<file path="src/include/pin_routing_pkg.sv">
// register map, field positions and reset values for the serial pin routing block
package pin_routing_pkg;

  // ------------------------------------------------------------
  // register byte addresses (one register per byte offset, not word aligned)
  // ------------------------------------------------------------
  localparam logic [15:0] port0_output_data_addr       = 16'hF204;
  localparam logic [15:0] port0_drive_ctrl_low_addr    = 16'hF206;
  localparam logic [15:0] port0_drive_ctrl_high_addr   = 16'hF207;
  localparam logic [15:0] port5_output_data_addr       = 16'hF228;
  localparam logic [15:0] port5_direction_addr         = 16'hF229;
  localparam logic [15:0] port5_drive_ctrl_low_addr    = 16'hF22A;
  localparam logic [15:0] port5_drive_ctrl_high_addr   = 16'hF22B;
  localparam logic [15:0] port5_function_sel_low_addr  = 16'hF22C;
  localparam logic [15:0] port5_function_sel_high_addr = 16'hF22D;
  localparam logic [15:0] chan1_mode_reg0_addr         = 16'hF230;
  localparam logic [15:0] pin_status_addr              = 16'hF234;

  // ------------------------------------------------------------
  // field positions
  // ------------------------------------------------------------
  localparam int tx_bit          = 3;
  localparam int rx_alt_bit      = 2;
  localparam int rx_input_bit    = 3;
  localparam int rx_sel_bit      = 4;
  localparam int port0_width     = 4;
  localparam int port5_width     = 4;

  // ------------------------------------------------------------
  // reset values
  // ------------------------------------------------------------
  localparam logic [7:0] data_reset      = 8'h00;
  localparam logic [7:0] dir_reset       = 8'h00;
  localparam logic [7:0] drive_reset     = 8'h00;
  localparam logic [7:0] func_reset      = 8'h00;
  localparam logic [7:0] mode_reset      = 8'h00;

  // secondary function code: high select 0, low select 1
  localparam logic [1:0] func_secondary  = 2'h1;
  // push-pull output drive code: both drive bits 1
  localparam logic [1:0] drive_push_pull = 2'h3;

endpackage

</file>
<file path="src/verilog/in_sync.sv">
// two flip-flop synchroniser for pin inputs
`timescale 1ns/1ps
module in_sync
  import pin_routing_pkg::*;
#(
  parameter int width = 2
) (
  input  wire logic             clk_i,
  input  wire logic             rst_i,
  input  wire logic             ce_i,
  input  wire logic [width-1:0] async_i,
  output logic      [width-1:0] sync_o
);
  typedef struct packed {
    logic [width-1:0] first;
    logic [width-1:0] second;
  } sync_state_t;

  sync_state_t state;
  sync_state_t next_state;

  // only the second stage is visible outside
  always_comb begin
    next_state        = state;
    next_state.first  = async_i;
    next_state.second = state.first;
  end

  always_ff @(posedge clk_i) begin
    if (rst_i) begin
      state <= '0;
    end else if (ce_i) begin
      state <= next_state;
    end
  end

  assign sync_o = state.second;
endmodule // in_sync

</file>
<file path="src/verilog/uart1_pin_routing.sv">
// pin routing of the second serial channel: tx on port-5 bit 3, rx mux
// ------------------------------------------------------------
// ------------------------------------------------------------
//
// The implementer's own choice: the Wishbone register port.
`timescale 1ns/1ps
module uart1_pin_routing
  import pin_routing_pkg::*;
(
  input  wire logic        clk_i,
  input  wire logic        rst_i,
  input  wire logic        ce_i,
  // wishbone slave
  input  wire logic        cyc_i,
  input  wire logic        stb_i,
  input  wire logic        we_i,
  input  wire logic [15:0] adr_i,
  input  wire logic [3:0]  sel_i,
  input  wire logic [31:0] dat_i,
  output logic      [31:0] dat_o,
  output logic             ack_o,
  // serial channel side
  input  wire logic        chan1_transmit_line_i,
  output logic             chan1_receive_line_o,
  // pins
  input  wire logic        serial_tx_port_pin_i,
  output logic             serial_tx_port_pin_o,
  output logic             serial_tx_port_pin_oe_o,
  input  wire logic        serial_rx_alt_port_pin_i,
  output logic             serial_rx_alt_port_pin_o,
  output logic             serial_rx_alt_port_pin_oe_o,
  input  wire logic        serial_rx_input_only_pin_i,
  output logic [1:0]       rx_alt_pull_mode_o,
  output logic [1:0]       rx_input_pull_mode_o
);

  // ------------------------------------------------------------
  // state
  // ------------------------------------------------------------
  typedef struct packed {
    logic [7:0]  port0_output_data;
    logic [7:0]  port0_drive_ctrl_low;
    logic [7:0]  port0_drive_ctrl_high;
    logic [7:0]  port5_output_data;
    logic [7:0]  port5_direction;
    logic [7:0]  port5_drive_ctrl_low;
    logic [7:0]  port5_drive_ctrl_high;
    logic [7:0]  port5_function_sel_low;
    logic [7:0]  port5_function_sel_high;
    logic [7:0]  chan1_mode_reg0;
    logic [31:0] rdata;
    logic        tx_out;
    logic        tx_oe;
    logic        alt_out;
    logic        alt_oe;
    logic        rx_line;
    logic [1:0]  alt_pull;
    logic [1:0]  in_pull;
  } route_state_t;

  route_state_t state;
  route_state_t next_state;

  logic       wr;
  logic       ack;
  logic [1:0] pins_sync;
  logic       tx_pin_sync;
  logic       tx_serial;
  logic       alt_serial;
  logic       tx_push_pull;
  logic       rx_sel;
  logic [7:0] pin_status;

  // ------------------------------------------------------------
  // submodules
  // ------------------------------------------------------------
  wb_slave u_bus (
    .clk_i  (clk_i),
    .rst_i  (rst_i),
    .ce_i   (ce_i),
    .cyc_i  (cyc_i),
    .stb_i  (stb_i),
    .we_i   (we_i),
    .sel0_i (sel_i[0]),
    .wr_o   (wr),
    .ack_o  (ack)
  );

  // pin inputs cross into the clock domain before use
  in_sync #(.width(3)) u_sync (
    .clk_i   (clk_i),
    .rst_i   (rst_i),
    .ce_i    (ce_i),
    .async_i ({serial_tx_port_pin_i, serial_rx_alt_port_pin_i,
               serial_rx_input_only_pin_i}),
    .sync_o  ({tx_pin_sync, pins_sync})
  );

  // ------------------------------------------------------------
  // routing decode
  // ------------------------------------------------------------
  // secondary function = high select 0, low select 1
  assign tx_serial  = {state.port5_function_sel_high[tx_bit],
                       state.port5_function_sel_low[tx_bit]} == func_secondary;
  assign alt_serial = {state.port5_function_sel_high[rx_alt_bit],
                       state.port5_function_sel_low[rx_alt_bit]} == func_secondary;
  assign tx_push_pull = {state.port5_drive_ctrl_high[tx_bit],
                         state.port5_drive_ctrl_low[tx_bit]} == drive_push_pull;
  assign rx_sel = state.chan1_mode_reg0[rx_sel_bit];
  assign pin_status = {4'h0, tx_pin_sync, pins_sync[1], pins_sync[0], rx_sel};

  // ------------------------------------------------------------
  // next state
  // ------------------------------------------------------------
  // register writes, read mux and registered pin drive
  always_comb begin
    next_state = state;
    if (wr) begin
      case (adr_i)
        port0_output_data_addr:       next_state.port0_output_data = dat_i[7:0];
        port0_drive_ctrl_low_addr:    next_state.port0_drive_ctrl_low = dat_i[7:0];
        port0_drive_ctrl_high_addr:   next_state.port0_drive_ctrl_high = dat_i[7:0];
        port5_output_data_addr:       next_state.port5_output_data = dat_i[7:0];
        port5_direction_addr:         next_state.port5_direction = dat_i[7:0];
        port5_drive_ctrl_low_addr:    next_state.port5_drive_ctrl_low = dat_i[7:0];
        port5_drive_ctrl_high_addr:   next_state.port5_drive_ctrl_high = dat_i[7:0];
        port5_function_sel_low_addr:  next_state.port5_function_sel_low = dat_i[7:0];
        port5_function_sel_high_addr: next_state.port5_function_sel_high = dat_i[7:0];
        chan1_mode_reg0_addr:         next_state.chan1_mode_reg0 = dat_i[7:0];
        default: ;
      endcase
    end
    // read data prepared while the ack is pending; unmapped reads zero
    case (adr_i)
      port0_output_data_addr:       next_state.rdata = {24'h0, state.port0_output_data};
      port0_drive_ctrl_low_addr:    next_state.rdata = {24'h0, state.port0_drive_ctrl_low};
      port0_drive_ctrl_high_addr:   next_state.rdata = {24'h0, state.port0_drive_ctrl_high};
      port5_output_data_addr:       next_state.rdata = {24'h0, state.port5_output_data};
      port5_direction_addr:         next_state.rdata = {24'h0, state.port5_direction};
      port5_drive_ctrl_low_addr:    next_state.rdata = {24'h0, state.port5_drive_ctrl_low};
      port5_drive_ctrl_high_addr:   next_state.rdata = {24'h0, state.port5_drive_ctrl_high};
      port5_function_sel_low_addr:  next_state.rdata = {24'h0, state.port5_function_sel_low};
      port5_function_sel_high_addr: next_state.rdata = {24'h0, state.port5_function_sel_high};
      chan1_mode_reg0_addr:         next_state.rdata = {24'h0, state.chan1_mode_reg0};
      pin_status_addr:              next_state.rdata = {24'h0, pin_status};
      default:                      next_state.rdata = 32'h0;
    endcase

    // tx pin: serial line replaces data bit while in secondary function
    next_state.tx_out = tx_serial ? chan1_transmit_line_i
                                  : state.port5_output_data[tx_bit];
    next_state.tx_oe  = ~state.port5_direction[tx_bit] & (tx_serial ? tx_push_pull : 1'b1);

    // alt rx pin: dir 1 makes it an input; its data bit never reaches it in serial mode
    next_state.alt_oe  = ~state.port5_direction[rx_alt_bit];
    next_state.alt_out = alt_serial ? 1'b0 : state.port5_output_data[rx_alt_bit];

    // pull modes follow software choice unchanged
    next_state.alt_pull = {state.port5_drive_ctrl_high[rx_alt_bit],
                           state.port5_drive_ctrl_low[rx_alt_bit]};
    next_state.in_pull  = {state.port0_drive_ctrl_high[rx_input_bit],
                           state.port0_drive_ctrl_low[rx_input_bit]};

    // rx source: select 0 always the input-only pin, no direction needed
    if (!rx_sel) begin
      next_state.rx_line = pins_sync[0];
    end else begin
      next_state.rx_line = (alt_serial & state.port5_direction[rx_alt_bit]) ? pins_sync[1]
                                                                            : 1'b1;
    end
  end

  // ------------------------------------------------------------
  // registers
  // ------------------------------------------------------------
  always_ff @(posedge clk_i) begin
    if (rst_i) begin
      state                         <= '0;
      state.port0_output_data       <= data_reset;
      state.port5_output_data       <= data_reset;
      state.port5_direction         <= dir_reset;
      state.port0_drive_ctrl_low    <= drive_reset;
      state.port0_drive_ctrl_high   <= drive_reset;
      state.port5_drive_ctrl_low    <= drive_reset;
      state.port5_drive_ctrl_high   <= drive_reset;
      state.port5_function_sel_low  <= func_reset;
      state.port5_function_sel_high <= func_reset;
      state.chan1_mode_reg0         <= mode_reset;
      state.rx_line                 <= 1'b1;
    end else if (ce_i) begin
      state <= next_state;
    end
  end

  assign dat_o                       = state.rdata;
  assign ack_o                       = ack;
  assign chan1_receive_line_o        = state.rx_line;
  assign serial_tx_port_pin_o        = state.tx_out;
  assign serial_tx_port_pin_oe_o     = state.tx_oe;
  assign serial_rx_alt_port_pin_o    = state.alt_out;
  assign serial_rx_alt_port_pin_oe_o = state.alt_oe;
  assign rx_alt_pull_mode_o          = state.alt_pull;
  assign rx_input_pull_mode_o        = state.in_pull;

  // ------------------------------------------------------------
  // checks
  // ------------------------------------------------------------
  // serial line reaches the tx pin one register later
  chk_tx_follows_line: assert property (@(posedge clk_i) disable iff (rst_i)
    ce_i && tx_serial |=> serial_tx_port_pin_o == $past(chan1_transmit_line_i))
    else $error("tx pin does not follow serial line");

  // push-pull code with dir 0 drives the tx pin
  chk_tx_push_pull: assert property (@(posedge clk_i) disable iff (rst_i)
    ce_i && tx_serial && tx_push_pull && !state.port5_direction[tx_bit]
      |=> serial_tx_port_pin_oe_o)
    else $error("tx pin not driven in push-pull mode");

  // any other drive code in serial mode leaves the pin released
  chk_tx_released: assert property (@(posedge clk_i) disable iff (rst_i)
    ce_i && tx_serial && !tx_push_pull |=> !serial_tx_port_pin_oe_o)
    else $error("tx pin driven without push-pull code");

  // select 0 keeps the input-only pin whatever the alternate pin holds
  chk_rx_input_only: assert property (@(posedge clk_i) disable iff (rst_i)
    ce_i && !rx_sel |=> chan1_receive_line_o == $past(pins_sync[0]))
    else $error("rx not taken from input-only pin");

  // select 1 takes the alternate pin once it is a serial input
  chk_rx_alt_pin: assert property (@(posedge clk_i) disable iff (rst_i)
    ce_i && rx_sel && alt_serial && state.port5_direction[rx_alt_bit]
      |=> chan1_receive_line_o == $past(pins_sync[1]))
    else $error("rx not taken from alternate pin");

  // dir 1 keeps the alternate pin off the wire
  chk_alt_is_input: assert property (@(posedge clk_i) disable iff (rst_i)
    ce_i && state.port5_direction[rx_alt_bit] |=> !serial_rx_alt_port_pin_oe_o)
    else $error("alternate rx pin driven while input");

  // dir 0 turns the alternate pin into an output
  chk_alt_drives: assert property (@(posedge clk_i) disable iff (rst_i)
    ce_i && !state.port5_direction[rx_alt_bit] |=> serial_rx_alt_port_pin_oe_o)
    else $error("alternate pin not driven with dir 0");

  // a data bit change in serial mode must not show on the tx pin
  chk_data_ignored: assert property (@(posedge clk_i) disable iff (rst_i)
    ce_i && tx_serial && $changed(state.port5_output_data[tx_bit])
      |=> serial_tx_port_pin_o == $past(chan1_transmit_line_i))
    else $error("data bit reached serial tx pin");

  // alternate pin in serial mode never shows its data bit
  chk_alt_data_ignored: assert property (@(posedge clk_i) disable iff (rst_i)
    ce_i && alt_serial |=> !serial_rx_alt_port_pin_o)
    else $error("data bit reached alternate serial pin");

  // raw select bits, not the shared decode, so a broken decode shows up
  chk_func_decode: assert property (@(posedge clk_i) disable iff (rst_i)
    ce_i && !(!state.port5_function_sel_high[tx_bit]
              && state.port5_function_sel_low[tx_bit])
      |=> serial_tx_port_pin_o == $past(state.port5_output_data[tx_bit]))
    else $error("tx pin left its data bit outside serial function");

  // pull modes pass straight from the drive bits
  chk_alt_pull_mode: assert property (@(posedge clk_i) disable iff (rst_i)
    ce_i |=> rx_alt_pull_mode_o == $past({state.port5_drive_ctrl_high[rx_alt_bit],
                                          state.port5_drive_ctrl_low[rx_alt_bit]}))
    else $error("alternate pin pull mode lost");

  chk_in_pull_mode: assert property (@(posedge clk_i) disable iff (rst_i)
    ce_i |=> rx_input_pull_mode_o == $past({state.port0_drive_ctrl_high[rx_input_bit],
                                            state.port0_drive_ctrl_low[rx_input_bit]}))
    else $error("input-only pin pull mode lost");

  // enable low must freeze every register, bus front end included
  chk_ce_freeze: assert property (@(posedge clk_i) disable iff (rst_i)
    !ce_i |=> $stable(state) && $stable(ack_o))
    else $error("state moved while clock enable low");

  // single-cycle handshake: ack never stands two cycles while ce_i is high
  chk_ack_pulse: assert property (@(posedge clk_i) disable iff (rst_i)
    ack_o && ce_i |=> !ack_o)
    else $error("ack held over two cycles");

  // registers are one byte wide, upper lanes always read zero
  chk_read_upper: assert property (@(posedge clk_i) disable iff (rst_i)
    ack_o |-> dat_o[31:8] == 24'h0)
    else $error("read data upper bits not zero");
endmodule // uart1_pin_routing

</file>
<file path="src/verilog/wb_slave.sv">
// classic wishbone slave front end, one cycle ack
`timescale 1ns/1ps
module wb_slave
  import pin_routing_pkg::*;
(
  input  wire logic        clk_i,
  input  wire logic        rst_i,
  input  wire logic        ce_i,
  input  wire logic        cyc_i,
  input  wire logic        stb_i,
  input  wire logic        we_i,
  input  wire logic        sel0_i,
  output logic             wr_o,
  output logic             ack_o
);
  typedef struct packed {
    logic ack;
  } wb_state_t;

  wb_state_t state;
  wb_state_t next_state;

  // ack one cycle after request, dropped the cycle after
  always_comb begin
    next_state     = state;
    next_state.ack = cyc_i & stb_i & ~state.ack;
  end

  always_ff @(posedge clk_i) begin
    if (rst_i) begin
      state <= '0;
    end else if (ce_i) begin
      state <= next_state;
    end
  end

  // write commits at the ack edge, only with lane 0 enabled
  assign wr_o  = state.ack & cyc_i & stb_i & we_i & sel0_i;
  assign ack_o = state.ack;
endmodule // wb_slave
</file>
<file path="config.mk">
export PLATFORM = sky130hd
export DESIGN_NAME = uart1_pin_routing
export DESIGN_NICKNAME = d
export VERILOG_FILES = /design/src/include/pin_routing_pkg.sv /design/src/verilog/in_sync.sv /design/src/verilog/uart1_pin_routing.sv /design/src/verilog/wb_slave.sv
export SDC_FILE = /design/constraint.sdc
export NUM_CORES = 1
export LEC_CHECK = 0
export BUFFER_PORTS_ARGS = -buffer_cell sky130_fd_sc_hd__clkbuf_2
export CAP_MARGIN = 25
export CORE_MARGIN = 2
export CORE_UTILIZATION = 40
export DETAILED_ROUTE_END_ITERATION = 7
export SYNTH_ARGS = -nofsm -noshare
export SYNTH_HDL_FRONTEND = slang
export SYNTH_SLANG_ARGS = --single-unit
</file>
<file path="constraint.sdc">
create_clock -name clk_i -period 4.5 [get_ports clk_i]
set_input_delay 0.45 -clock clk_i [delete_from_list [all_inputs] [get_ports clk_i]]
set_output_delay 0.45 -clock clk_i [all_outputs]
set_load 0.01 [all_outputs]
</file>
==> results.json, run 1 <==
{
  "startpoint_type": "primary input",
  "htree_num_levels": 3,
  "overflow": 0,
  "slew_viol_final": 0,
  "synthesis.instances": 564,
  "core_sq_um": 12100,
  "core.rowCount": 40,
  "power.net_switching_mw": 0.423,
  "crit_buf_inv": 1,
  "cp_max_fo": 15,
  "n_fill_cell": 1212,
  "synth.cell_area_sq_um": 4990,
  "yosys.cell_types.count": 50,
  "track_usage_pct": 20.3,
  "fin_worst_skew_ns": 0.00828,
  "synthesis.area_per_instance_sq_um": 8.84,
  "worst-endpoint-arrival_ns": 3.04,
  "synth_async_reset_ratio_pct": 0,
  "dieHeight_um": 116,
  "drtIter0Drc": 315,
  "syn2layout_area_growth_pct": 9.98,
  "grt_pass1_vias": 3855,
  "timing.max_slew.rel_slack_pct": 25.5,
  "max_cap_violations": 0,
  "finalSetupTns_ns": 0,
  "totalWireLength_um": 13100,
  "drt_drc_violations_left": 0,
  "peakVddDrop_uv": 162,
  "fin_crit_sh_pct": 62.4,
  "yosys_register_bits": 104,
  "p_seq_share_pct": 49.4,
  "worstSetupPathType": "in2reg",
  "placedInstanceArea_sq_um": 5150,
  "critical_path_cell_with_the_highest_stage_delay": "sky130_fd_sc_hd__or4_1",
  "internal_power_mw": 1.46,
  "drt.antenna.violating_nets": 0,
  "power.density_nw_per_um2": 343,
  "cts_tree": "built",
  "dr_total_vias": 4062,
  "drive_above_1_share_pct": 17.7,
  "post-route-cell-area_sq_um": 5490,
  "run_status": "completed",
  "ios": 104,
  "cts_hold_repair.buffers": 0,
  "combinationalPowerShare_pct": 5.5,
  "port-buffer-count": 52,
  "grt_max_degree": 61,
  "design.die.area_sq_um": 13400,
  "diodes": 0,
  "synthDominantCellAreaShare_pct": 41.7,
  "chipWidth_um": 116,
  "post-synth-top-area-cell": "sky130_fd_sc_hd__dfxtp_1",
  "swShare_pct": 22.5,
  "fin_nets": 640,
  "timing_worst_slew_pin_value_ns": 1.11,
  "slowest_delay_ns": 0.86,
  "tritoncts.num_buffers": 9,
  "max-clock-path-buffers": 2,
  "hp-class": "in2reg",
  "dp_hpwl_um": 8880,
  "seq_area_frac_synth_pct": 41.7,
  "post_drt_via_cell_ratio": 5.42,
  "number_of_gates_given_a_new_drive_strength_after_cts": 0,
  "max_freq_mhz": 356,
  "insertion_delay_ns": 0.36,
  "timing.critical_path.max_delay_family": "simple AND/OR/NAND/NOR gates",
  "rsz0062_at_grt": "no",
  "synth-edff-count": 0,
  "grt_first_pass_wirelength_um": 20800,
  "pwr-share-clk_pct": 45.1,
  "clock_sink_count": 104,
  "dr.pass1.iters": 5,
  "setup_viol": 0,
  "critPathCaptureType": "flop",
  "post_cts_setup_inserts": 0,
  "period_needed_ns": 2.81,
  "dominantRegCellSynth": "sky130_fd_sc_hd__dfxtp_1",
  "cp.required_ns": 4.73,
  "avgRoutedWirePerCell_um": 17.4,
  "path_cells": "clkbuf_2, or4b_1, or2_1, or4_1, mux2i_1, nor2_1",
  "cts-root-buf": "sky130_fd_sc_hd__clkbuf_16",
  "leakage_nw": 2.14,
  "start_util_pct": 41.2,
  "yosys-top-cells-area": "sky130_fd_sc_hd__dfxtp_1, sky130_fd_sc_hd__mux2i_1, sky130_fd_sc_hd__nor2_1",
  "yosysWarningCount": 0,
  "finalWeightedCongestion": 0.825,
  "number_of_antenna_violations_at_the_first_check_in_global_routing": 0,
  "cts.reportedPaths.clkPinSlew_ns": 0.07,
  "finalHoldViolations": 0
}
[cell usage after synthesis, types with 2 or more instances]
library cell,count
sky130_fd_sc_hd__nor2_1,74
sky130_fd_sc_hd__buf_1,7
sky130_fd_sc_hd__or3_1,2
sky130_fd_sc_hd__nand4_1,7
sky130_fd_sc_hd__nand3_1,21
sky130_fd_sc_hd__and3_1,3
sky130_fd_sc_hd__nand4bb_1,2
sky130_fd_sc_hd__nor4_1,5
sky130_fd_sc_hd__nor4_2,7
sky130_fd_sc_hd__mux2i_1,60
sky130_fd_sc_hd__or4b_1,2
sky130_fd_sc_hd__nand2_1,62
sky130_fd_sc_hd__dfxtp_1,104
sky130_fd_sc_hd__a32oi_1,2
sky130_fd_sc_hd__mux4_2,2
sky130_fd_sc_hd__a22oi_1,18
sky130_fd_sc_hd__o21ai_0,3
sky130_fd_sc_hd__a221oi_1,2
sky130_fd_sc_hd__inv_1,3
sky130_fd_sc_hd__nor2b_1,3
sky130_fd_sc_hd__or4_1,5
sky130_fd_sc_hd__and2_1,2
sky130_fd_sc_hd__mux2_2,11
sky130_fd_sc_hd__a22o_1,7
sky130_fd_sc_hd__nor3_1,6
sky130_fd_sc_hd__a211oi_1,6
sky130_fd_sc_hd__or4bb_1,3
sky130_fd_sc_hd__a21oi_1,41
sky130_fd_sc_hd__or4b_2,3
sky130_fd_sc_hd__buf_2,8
sky130_fd_sc_hd__nand4b_1,2
sky130_fd_sc_hd__clkbuf_1,28
sky130_fd_sc_hd__buf_4,36
[cell families (layout without fill, tap and decap cells)]
group	count (synthesis)	count (layout)	synth area share [%]
buffers and inverters	83	77	9.31
AO/OA/AOI/OAI	86	86	11.2
multiplexers	73	73	15.4
flip-flops	104	104	41.7
other	1	24	0.0752
AND/OR/NAND/NOR	217	217	22.3
[area by class of cell]
cell class | instances | area (sq um) | area share, %
clock buffer | 10 | 239 | 4.36
clock inverter | 4 | 77.6 | 1.41
inverter | 3 | 11.3 | 0.205
multi-input combinational | 400 | 2530 | 46.2
sequential | 104 | 2080 | 38.0
tap | 168 | 210 | 3.83
timing repair buffer | 60 | 333 | 6.07
[layer usage]
layer	part of all wire (%)	routed length (um)	global-route usage, %	up-vias
met5	0	0	0	-
met4	2.5	327	7.94	0
met3	6.4	830	5.49	24
met2	47	6150	33.2	137
met1	44	5750	25.6	1946
li1	-	-	-	1955
[worst min-delay path, cell delays in order]
cell and delay, ns:
sky130_fd_sc_hd__clkbuf_2 0.07, sky130_fd_sc_hd__mux2i_1 0.05, sky130_fd_sc_hd__nor2_1 0.07
[through the flow]
| step | power [mW] | std cells | hold slack, ns | worst slack [ns] | util, % |
|---|---|---|---|---|---|
| 6_report | 1.88 | 749 | 0.332 | 1.69 | 45.3 |
| 5_1_grt | 1.95 | 749 | 0.339 | 1.60 | 45.3 |
| 3_3_place_gp | 1.05 | 734 | 0.437 | 1.35 | 42.5 |
| 3_5_place_dp | 1.05 | 734 | 0.443 | 1.32 | 42.5 |
| 4_1_cts | 1.90 | 748 | 0.327 | 1.70 | 45.1 |
| 2_1_floorplan | 1.03 | 587 | 0.428 | 2.03 | - |
[cell usage in the layout (no fill, tap or decap), types with 5 or more instances in the layout]
cell type,instances
sky130_fd_sc_hd__dfxtp_1,104
sky130_fd_sc_hd__nor2_1,74
sky130_fd_sc_hd__nand2_1,62
sky130_fd_sc_hd__mux2i_1,60
sky130_fd_sc_hd__clkbuf_2,51
sky130_fd_sc_hd__a21oi_1,41
sky130_fd_sc_hd__conb_1,24
sky130_fd_sc_hd__nand3_1,21
sky130_fd_sc_hd__a22oi_1,18
sky130_fd_sc_hd__mux2_2,11
sky130_fd_sc_hd__clkbuf_16,9
sky130_fd_sc_hd__nand4_1,7
sky130_fd_sc_hd__nor4_2,7
sky130_fd_sc_hd__a22o_1,7
sky130_fd_sc_hd__buf_4,7
sky130_fd_sc_hd__a211oi_1,6
sky130_fd_sc_hd__or4_1,5
sky130_fd_sc_hd__nor4_1,5
sky130_fd_sc_hd__nor3_1,5
[sequential cells by signal (all words and copies together) (netlist names), 2 cells and up]
register and count:
next_state 4, state 75, u_sync.next_state 3, u_sync.sync_o 3, rx_input_pull_mode_o 2, dat_o 8
rx_alt_pull_mode_o 2
[power groups by stage]
stage          Combinational, mW  Sequential (mW)  Clock, mW
6_report                   0.103            0.929      0.847
5_1_grt                    0.113            0.929      0.908
4_1_cts                    0.101            0.929      0.867
3_5_place_dp               0.101            0.950          0
3_3_place_gp              0.0986            0.950          0
2_1_floorplan             0.0820            0.951          0
[final timing paths]
kind / startpoint / end / slack (ns) / cells past startpoint
worst min-delay path: serial_rx_alt_port_pin_i / u_sync.next_state[1] / 0.33 / 3
worst min register to register: state[43] / state[43] / 0.45 / 2
worst max-delay path: adr_i[8] / state[87] / 1.69 / 6
worst max register to register: u_bus.ack_o / state[87] / 2.10 / 5
(Power assumes the default switching activity.)
==> run 2: changes to the inputs <==
Clock period 4.5 ns to 2.51 ns, I/O delays scaled along.
==> run 2 against run 1 <==
Compared with the run above: routed wire length is 1.5% higher; utilization is 1.4 points higher; combinational power is 85% higher; count of clock-buffer cells in the layout is 1 higher; clock power is 57% higher; sequential share of layout area is 1.1 points lower; die area stayed put; power is 70% higher; sequential cell count stayed put; clock skew is 0.0013 ns lower; largest cell class unchanged.
==> results.json, run 2 (same netlist as run 1, synthesis figures left out) <==
{
  "run_status": "completed",
  "drive_above_1_share_pct": 20.8,
  "power_mw": 3.19,
  "insertion_delay_ns": 0.34,
  "timing_worst_slew_pin_value_ns": 0.683,
  "avgRoutedWirePerCell_um": 17.1,
  "drt_drc_violations_left": 0,
  "fin_crit_sh_pct": 87.8,
  "max_cap_violations": 0,
  "cp_max_fo": 8,
  "core.rowCount": 40,
  "power.density_nw_per_um2": 564,
  "cp.required_ns": 2.71,
  "timing.hold.worst_path_depth": 3,
  "largest_register": "state",
  "slew_viol_final": 0,
  "tritoncts.num_buffers": 9,
  "worstSetupPathType": "reg2reg",
  "design.die.area_sq_um": 13400,
  "dieHeight_um": 116,
  "syn2layout_area_growth_pct": 13.4,
  "final_common_cell": "sky130_fd_sc_hd__dfxtp_1",
  "period_needed_ns": 2.20,
  "dr_total_vias": 4181,
  "port-buffer-count": 52,
  "dr.pass1.iters": 5,
  "timing.rr.start": "u_bus.ack_o",
  "totalWireLength_um": 13200,
  "setup_viol": 0,
  "post-route-worst-setup-slack_ns": 0.307,
  "number_of_gates_given_a_new_drive_strength_after_cts": 0,
  "finalSetupTns_ns": 0,
  "placedInstanceArea_sq_um": 5370,
  "most-common-layout-cells": "sky130_fd_sc_hd__dfxtp_1, sky130_fd_sc_hd__nor2_1, sky130_fd_sc_hd__nand2_1",
  "dp_hpwl_um": 9390,
  "post-route-cell-area_sq_um": 5650,
  "grt_pass1_vias": 3957,
  "start_util_pct": 41.2,
  "chipWidth_um": 116,
  "setup.reg_to_reg.worst_slack_ns": 0.31,
  "peakVddDrop_uv": 299,
  "cts-root-buf": "sky130_fd_sc_hd__clkbuf_16",
  "preCtsSetupSlack_ns": 0.126,
  "number_of_antenna_violations_at_the_first_check_in_global_routing": 0,
  "largest_register_ff_count": 75,
  "fin_worst_skew_ns": 0.00694,
  "post_drt_via_cell_ratio": 5.41,
  "worst-endpoint-arrival_ns": 2.40,
  "whs_endpoint": "u_sync.next_state[0]",
  "grt_max_degree": 65,
  "cts.reportedPaths.clkPinSlew_ns": 0.07,
  "finalWeightedCongestion": 0.873,
  "fin_cells": 773,
  "final_util_pct": 46.7,
  "cts_hold_repair.buffers": 0,
  "diodes": 0,
  "startpoint_type": "flop",
  "fin_nets": 662,
  "critPathCaptureType": "flop",
  "drtIter0Drc": 446,
  "final.hold.worst_slack_ns": 0.145,
  "overflow": 0,
  "cts_tree": "built",
  "clock_sink_count": 104,
  "dpl.cell_count": 757,
  "min-delay-start": "serial_rx_input_only_pin_i",
  "finalHoldViolations": 0,
  "timing.max_slew.rel_slack_pct": 54.5,
  "rsz0062_at_grt": "no",
  "hp-class": "in2reg",
  "core_sq_um": 12100,
  "drt.antenna.violating_nets": 0,
  "worst-r2r-cell-count": 5,
  "grt_first_pass_wirelength_um": 21100,
  "max-clock-path-buffers": 2,
  "track_usage_pct": 20.5,
  "htree_num_levels": 3,
  "leakage_nw": 2.24,
  "n_fill_cell": 1194,
  "post_cts_setup_inserts": 0,
  "ios": 104,
  "max_freq_mhz": 454,
  "worst_r2r_endpoint": "state[44]"
}
[run 2: cell types whose count changed in the layout (fill, tap and decap cells not counted)]
cell | previous run | this run
sky130_fd_sc_hd__clkbuf_1 | 0 | 1
sky130_fd_sc_hd__buf_12 | 1 | 4
sky130_fd_sc_hd__bufinv_16 | 2 | 0
sky130_fd_sc_hd__clkinv_2 | 0 | 1
sky130_fd_sc_hd__buf_4 | 7 | 26
sky130_fd_sc_hd__clkinv_4 | 0 | 2
[run 2: area by class of cell]
cell class	instances	area [sq um]	area share (%)
clock inverters	5	40.0	0.708
inverters	3	11.3	0.199
well taps	168	210	3.72
multi-input cells	400	2530	44.8
repair buffers	82	536	9.47
flip-flops and latches	104	2080	36.8
clock buffers	11	243	4.29
[run 2: how the worst max path moves through the flow]
stage,from,to,slack [ns],depth (start not counted)
floorplan,adr_i[8],next_state[2],0.24,8
global placement,adr_i[8],state[44],0.18,6
detailed placement,adr_i[8],state[59],0.13,8
CTS,u_bus.ack_o,state[44],0.32,5
global route,u_bus.ack_o,state[42],0.20,5
finish,u_bus.ack_o,state[44],0.31,5
[run 2: power breakdown]
group | switching (mW) | total [mW] | internal, mW
combinational | 0.131 | 0.191 | 0.0602
clock | 0.622 | 1.33 | 0.710
sequential | 0.00650 | 1.67 | 1.66
[run 2: per-layer routing]
layer	track usage [%]	share of wire (%)	wire length, um	up-vias
li1	-	-	-	2013
met1	27.7	44	5880	1994
met2	33.4	48	6340	146
met3	3.03	5.6	738	28
met4	7.38	2.1	277	0
met5	0	0	0	-
[run 2: critical path, stage by stage (launching register included)]
cell and delay [ns]:
sky130_fd_sc_hd__dfxtp_1 0.38, sky130_fd_sc_hd__nand2_1 0.09, sky130_fd_sc_hd__or3_1 0.55, sky130_fd_sc_hd__or4_1 0.82
sky130_fd_sc_hd__nand2_1 0.15, sky130_fd_sc_hd__a21oi_1 0.06
==> run 3: changes to the inputs <==
Clock period 2.51 ns to 2.3 ns, I/O delays scaled along.
==> run 3 against run 2 <==
Compared with the run above: cell count up 1.3%; sequential share of layout area down 0.45 points; largest cell class unchanged; sequential cell count unchanged; maximum frequency up 2.4%; highest routed layer unchanged; count of clock-buffer cells in the layout down 2; clock skew up 0.0058 ns; sequential power up 9%; power up 13%.
==> results.json, run 3 (same netlist as run 1, synthesis figures left out) <==
{
  "drt_drc_violations_left": 0,
  "grt_first_pass_wirelength_um": 20600,
  "dp_hpwl_um": 9370,
  "drt.antenna.violating_nets": 0,
  "fin_nets": 672,
  "cp_max_fo": 8,
  "timing.max_slew.rel_slack_pct": 53.9,
  "drive_above_1_share_pct": 22.3,
  "final_common_cell": "sky130_fd_sc_hd__dfxtp_1",
  "grt_pass1_vias": 3907,
  "fin_worst_skew_ns": 0.0127,
  "post-route-worst-setup-slack_ns": 0.148,
  "period_needed_ns": 2.15,
  "ios": 104,
  "tritoncts.num_buffers": 9,
  "cts-root-buf": "sky130_fd_sc_hd__clkbuf_16",
  "worstSetupPathType": "reg2reg",
  "startpoint_type": "flop",
  "diodes": 0,
  "run_status": "completed",
  "number_of_gates_given_a_new_drive_strength_after_cts": 0,
  "most-common-layout-cells": "sky130_fd_sc_hd__dfxtp_1, sky130_fd_sc_hd__nor2_1, sky130_fd_sc_hd__nand2_1",
  "dpl.cell_count": 767,
  "peakVddDrop_uv": 320,
  "dieHeight_um": 116,
  "fin_cells": 783,
  "cts.reportedPaths.clkPinSlew_ns": 0.06,
  "largest_register_ff_count": 75,
  "number_of_antenna_violations_at_the_first_check_in_global_routing": 0,
  "max_cap_violations": 0,
  "timing_worst_slew_pin_value_ns": 0.692,
  "fin_crit_sh_pct": 93.6,
  "track_usage_pct": 20.4,
  "setup_viol": 0,
  "max_freq_mhz": 465,
  "worst_r2r_endpoint": "state[84]",
  "insertion_delay_ns": 0.36,
  "rsz0062_at_grt": "no",
  "cp.required_ns": 2.51,
  "dr.pass1.iters": 5,
  "finalWeightedCongestion": 0.874,
  "max-clock-path-buffers": 2,
  "clock_sink_count": 104,
  "slew_viol_final": 0,
  "finalHoldViolations": 0,
  "setup.reg_to_reg.worst_slack_ns": 0.15,
  "placedInstanceArea_sq_um": 5420,
  "core.rowCount": 40,
  "core_sq_um": 12100,
  "totalWireLength_um": 13300,
  "leakage_nw": 2.30,
  "timing.rr.start": "u_bus.ack_o",
  "worst-r2r-cell-count": 6,
  "worst-endpoint-arrival_ns": 2.36,
  "cts_hold_repair.buffers": 0,
  "avgRoutedWirePerCell_um": 17.0,
  "power.density_nw_per_um2": 627,
  "post_cts_setup_inserts": 0,
  "post_drt_via_cell_ratio": 5.35,
  "dr_total_vias": 4187,
  "cts_tree": "built",
  "critPathCaptureType": "flop",
  "hp-class": "in2reg",
  "power_mw": 3.59,
  "chipWidth_um": 116,
  "grt_max_degree": 65,
  "critical_path.startpoint": "u_bus.ack_o",
  "design.die.area_sq_um": 13400,
  "syn2layout_area_growth_pct": 14.8,
  "htree_num_levels": 3,
  "post-route-cell-area_sq_um": 5720,
  "drtIter0Drc": 349,
  "largest_register": "state",
  "final_util_pct": 47.3,
  "preCtsSetupSlack_ns": -0.0150,
  "start_util_pct": 41.2,
  "overflow": 0,
  "port-buffer-count": 52,
  "crit_path_end": "state[84]"
}
-- run 3: cell types whose count changed in the layout (fill, tap and decap cells not counted), sizes merged --
cell / change
clkbuf: -2
clkinv: +1
bufinv: +1
buf: +10
-- run 3: metal layers --
layer / share of wire (%) / up-vias / track usage (%)
li1: - / 2027 / -
met1: 44 / 1977 / 26.4
met2: 46 / 159 / 32.5
met3: 7.8 / 24 / 5.13
met4: 2.9 / 0 / 8.49
met5: 0 / - / 0
-- run 3: worst min path at each step --
stage,start,endpoint,slack [ns],cells after the start
2_1_floorplan,serial_rx_input_only_pin_i,u_sync.next_state[0],0.38,2
5_1_grt,serial_rx_input_only_pin_i,u_sync.next_state[0],0.13,3
3_3_place_gp,state[50],state[50],0.44,2
4_1_cts,serial_rx_input_only_pin_i,u_sync.next_state[0],0.11,3
3_5_place_dp,state[70],state[70],0.45,2
6_report,serial_rx_input_only_pin_i,u_sync.next_state[0],0.12,3
-- run 3: area by class of cell --
class | instances | area [sq um]
Fill cell | 1227 | 6390
Tap cell | 168 | 210
Clock buffer | 9 | 225
Sequential cell | 104 | 2080
Clock inverter | 7 | 77.6
Multi-Input combinational cell | 400 | 2530
Inverter | 3 | 11.3
Timing Repair Buffer | 92 | 586
-- run 3: worst max-delay path, cell delays in order (launching register included) --
cell and delay (ns):
sky130_fd_sc_hd__dfxtp_1 0.38, sky130_fd_sc_hd__nand2_1 0.09, sky130_fd_sc_hd__or3_1 0.53, sky130_fd_sc_hd__or4_1 0.56
sky130_fd_sc_hd__buf_4 0.22, sky130_fd_sc_hd__mux2i_1 0.18, sky130_fd_sc_hd__nor2_1 0.05
-- run 3: through the flow --
stage	hold slack (ns)	TNS (ns)
final	0.122	0
after global routing	0.134	0
after CTS	0.111	0
after detailed placement	0.447	-0.0180
after global placement	0.438	-0.0470
after floorplan	0.377	0
-- run 3: where the power goes --
| group | switching (mW) | leakage, nW | internal [mW] | total (mW) |
|---|---|---|---|---|
| registers | 0.00663 | 0.839 | 1.81 | 1.82 |
| logic | 0.143 | 1.31 | 0.0680 | 0.211 |
| clock network | 0.703 | 0.152 | 0.855 | 1.56 |
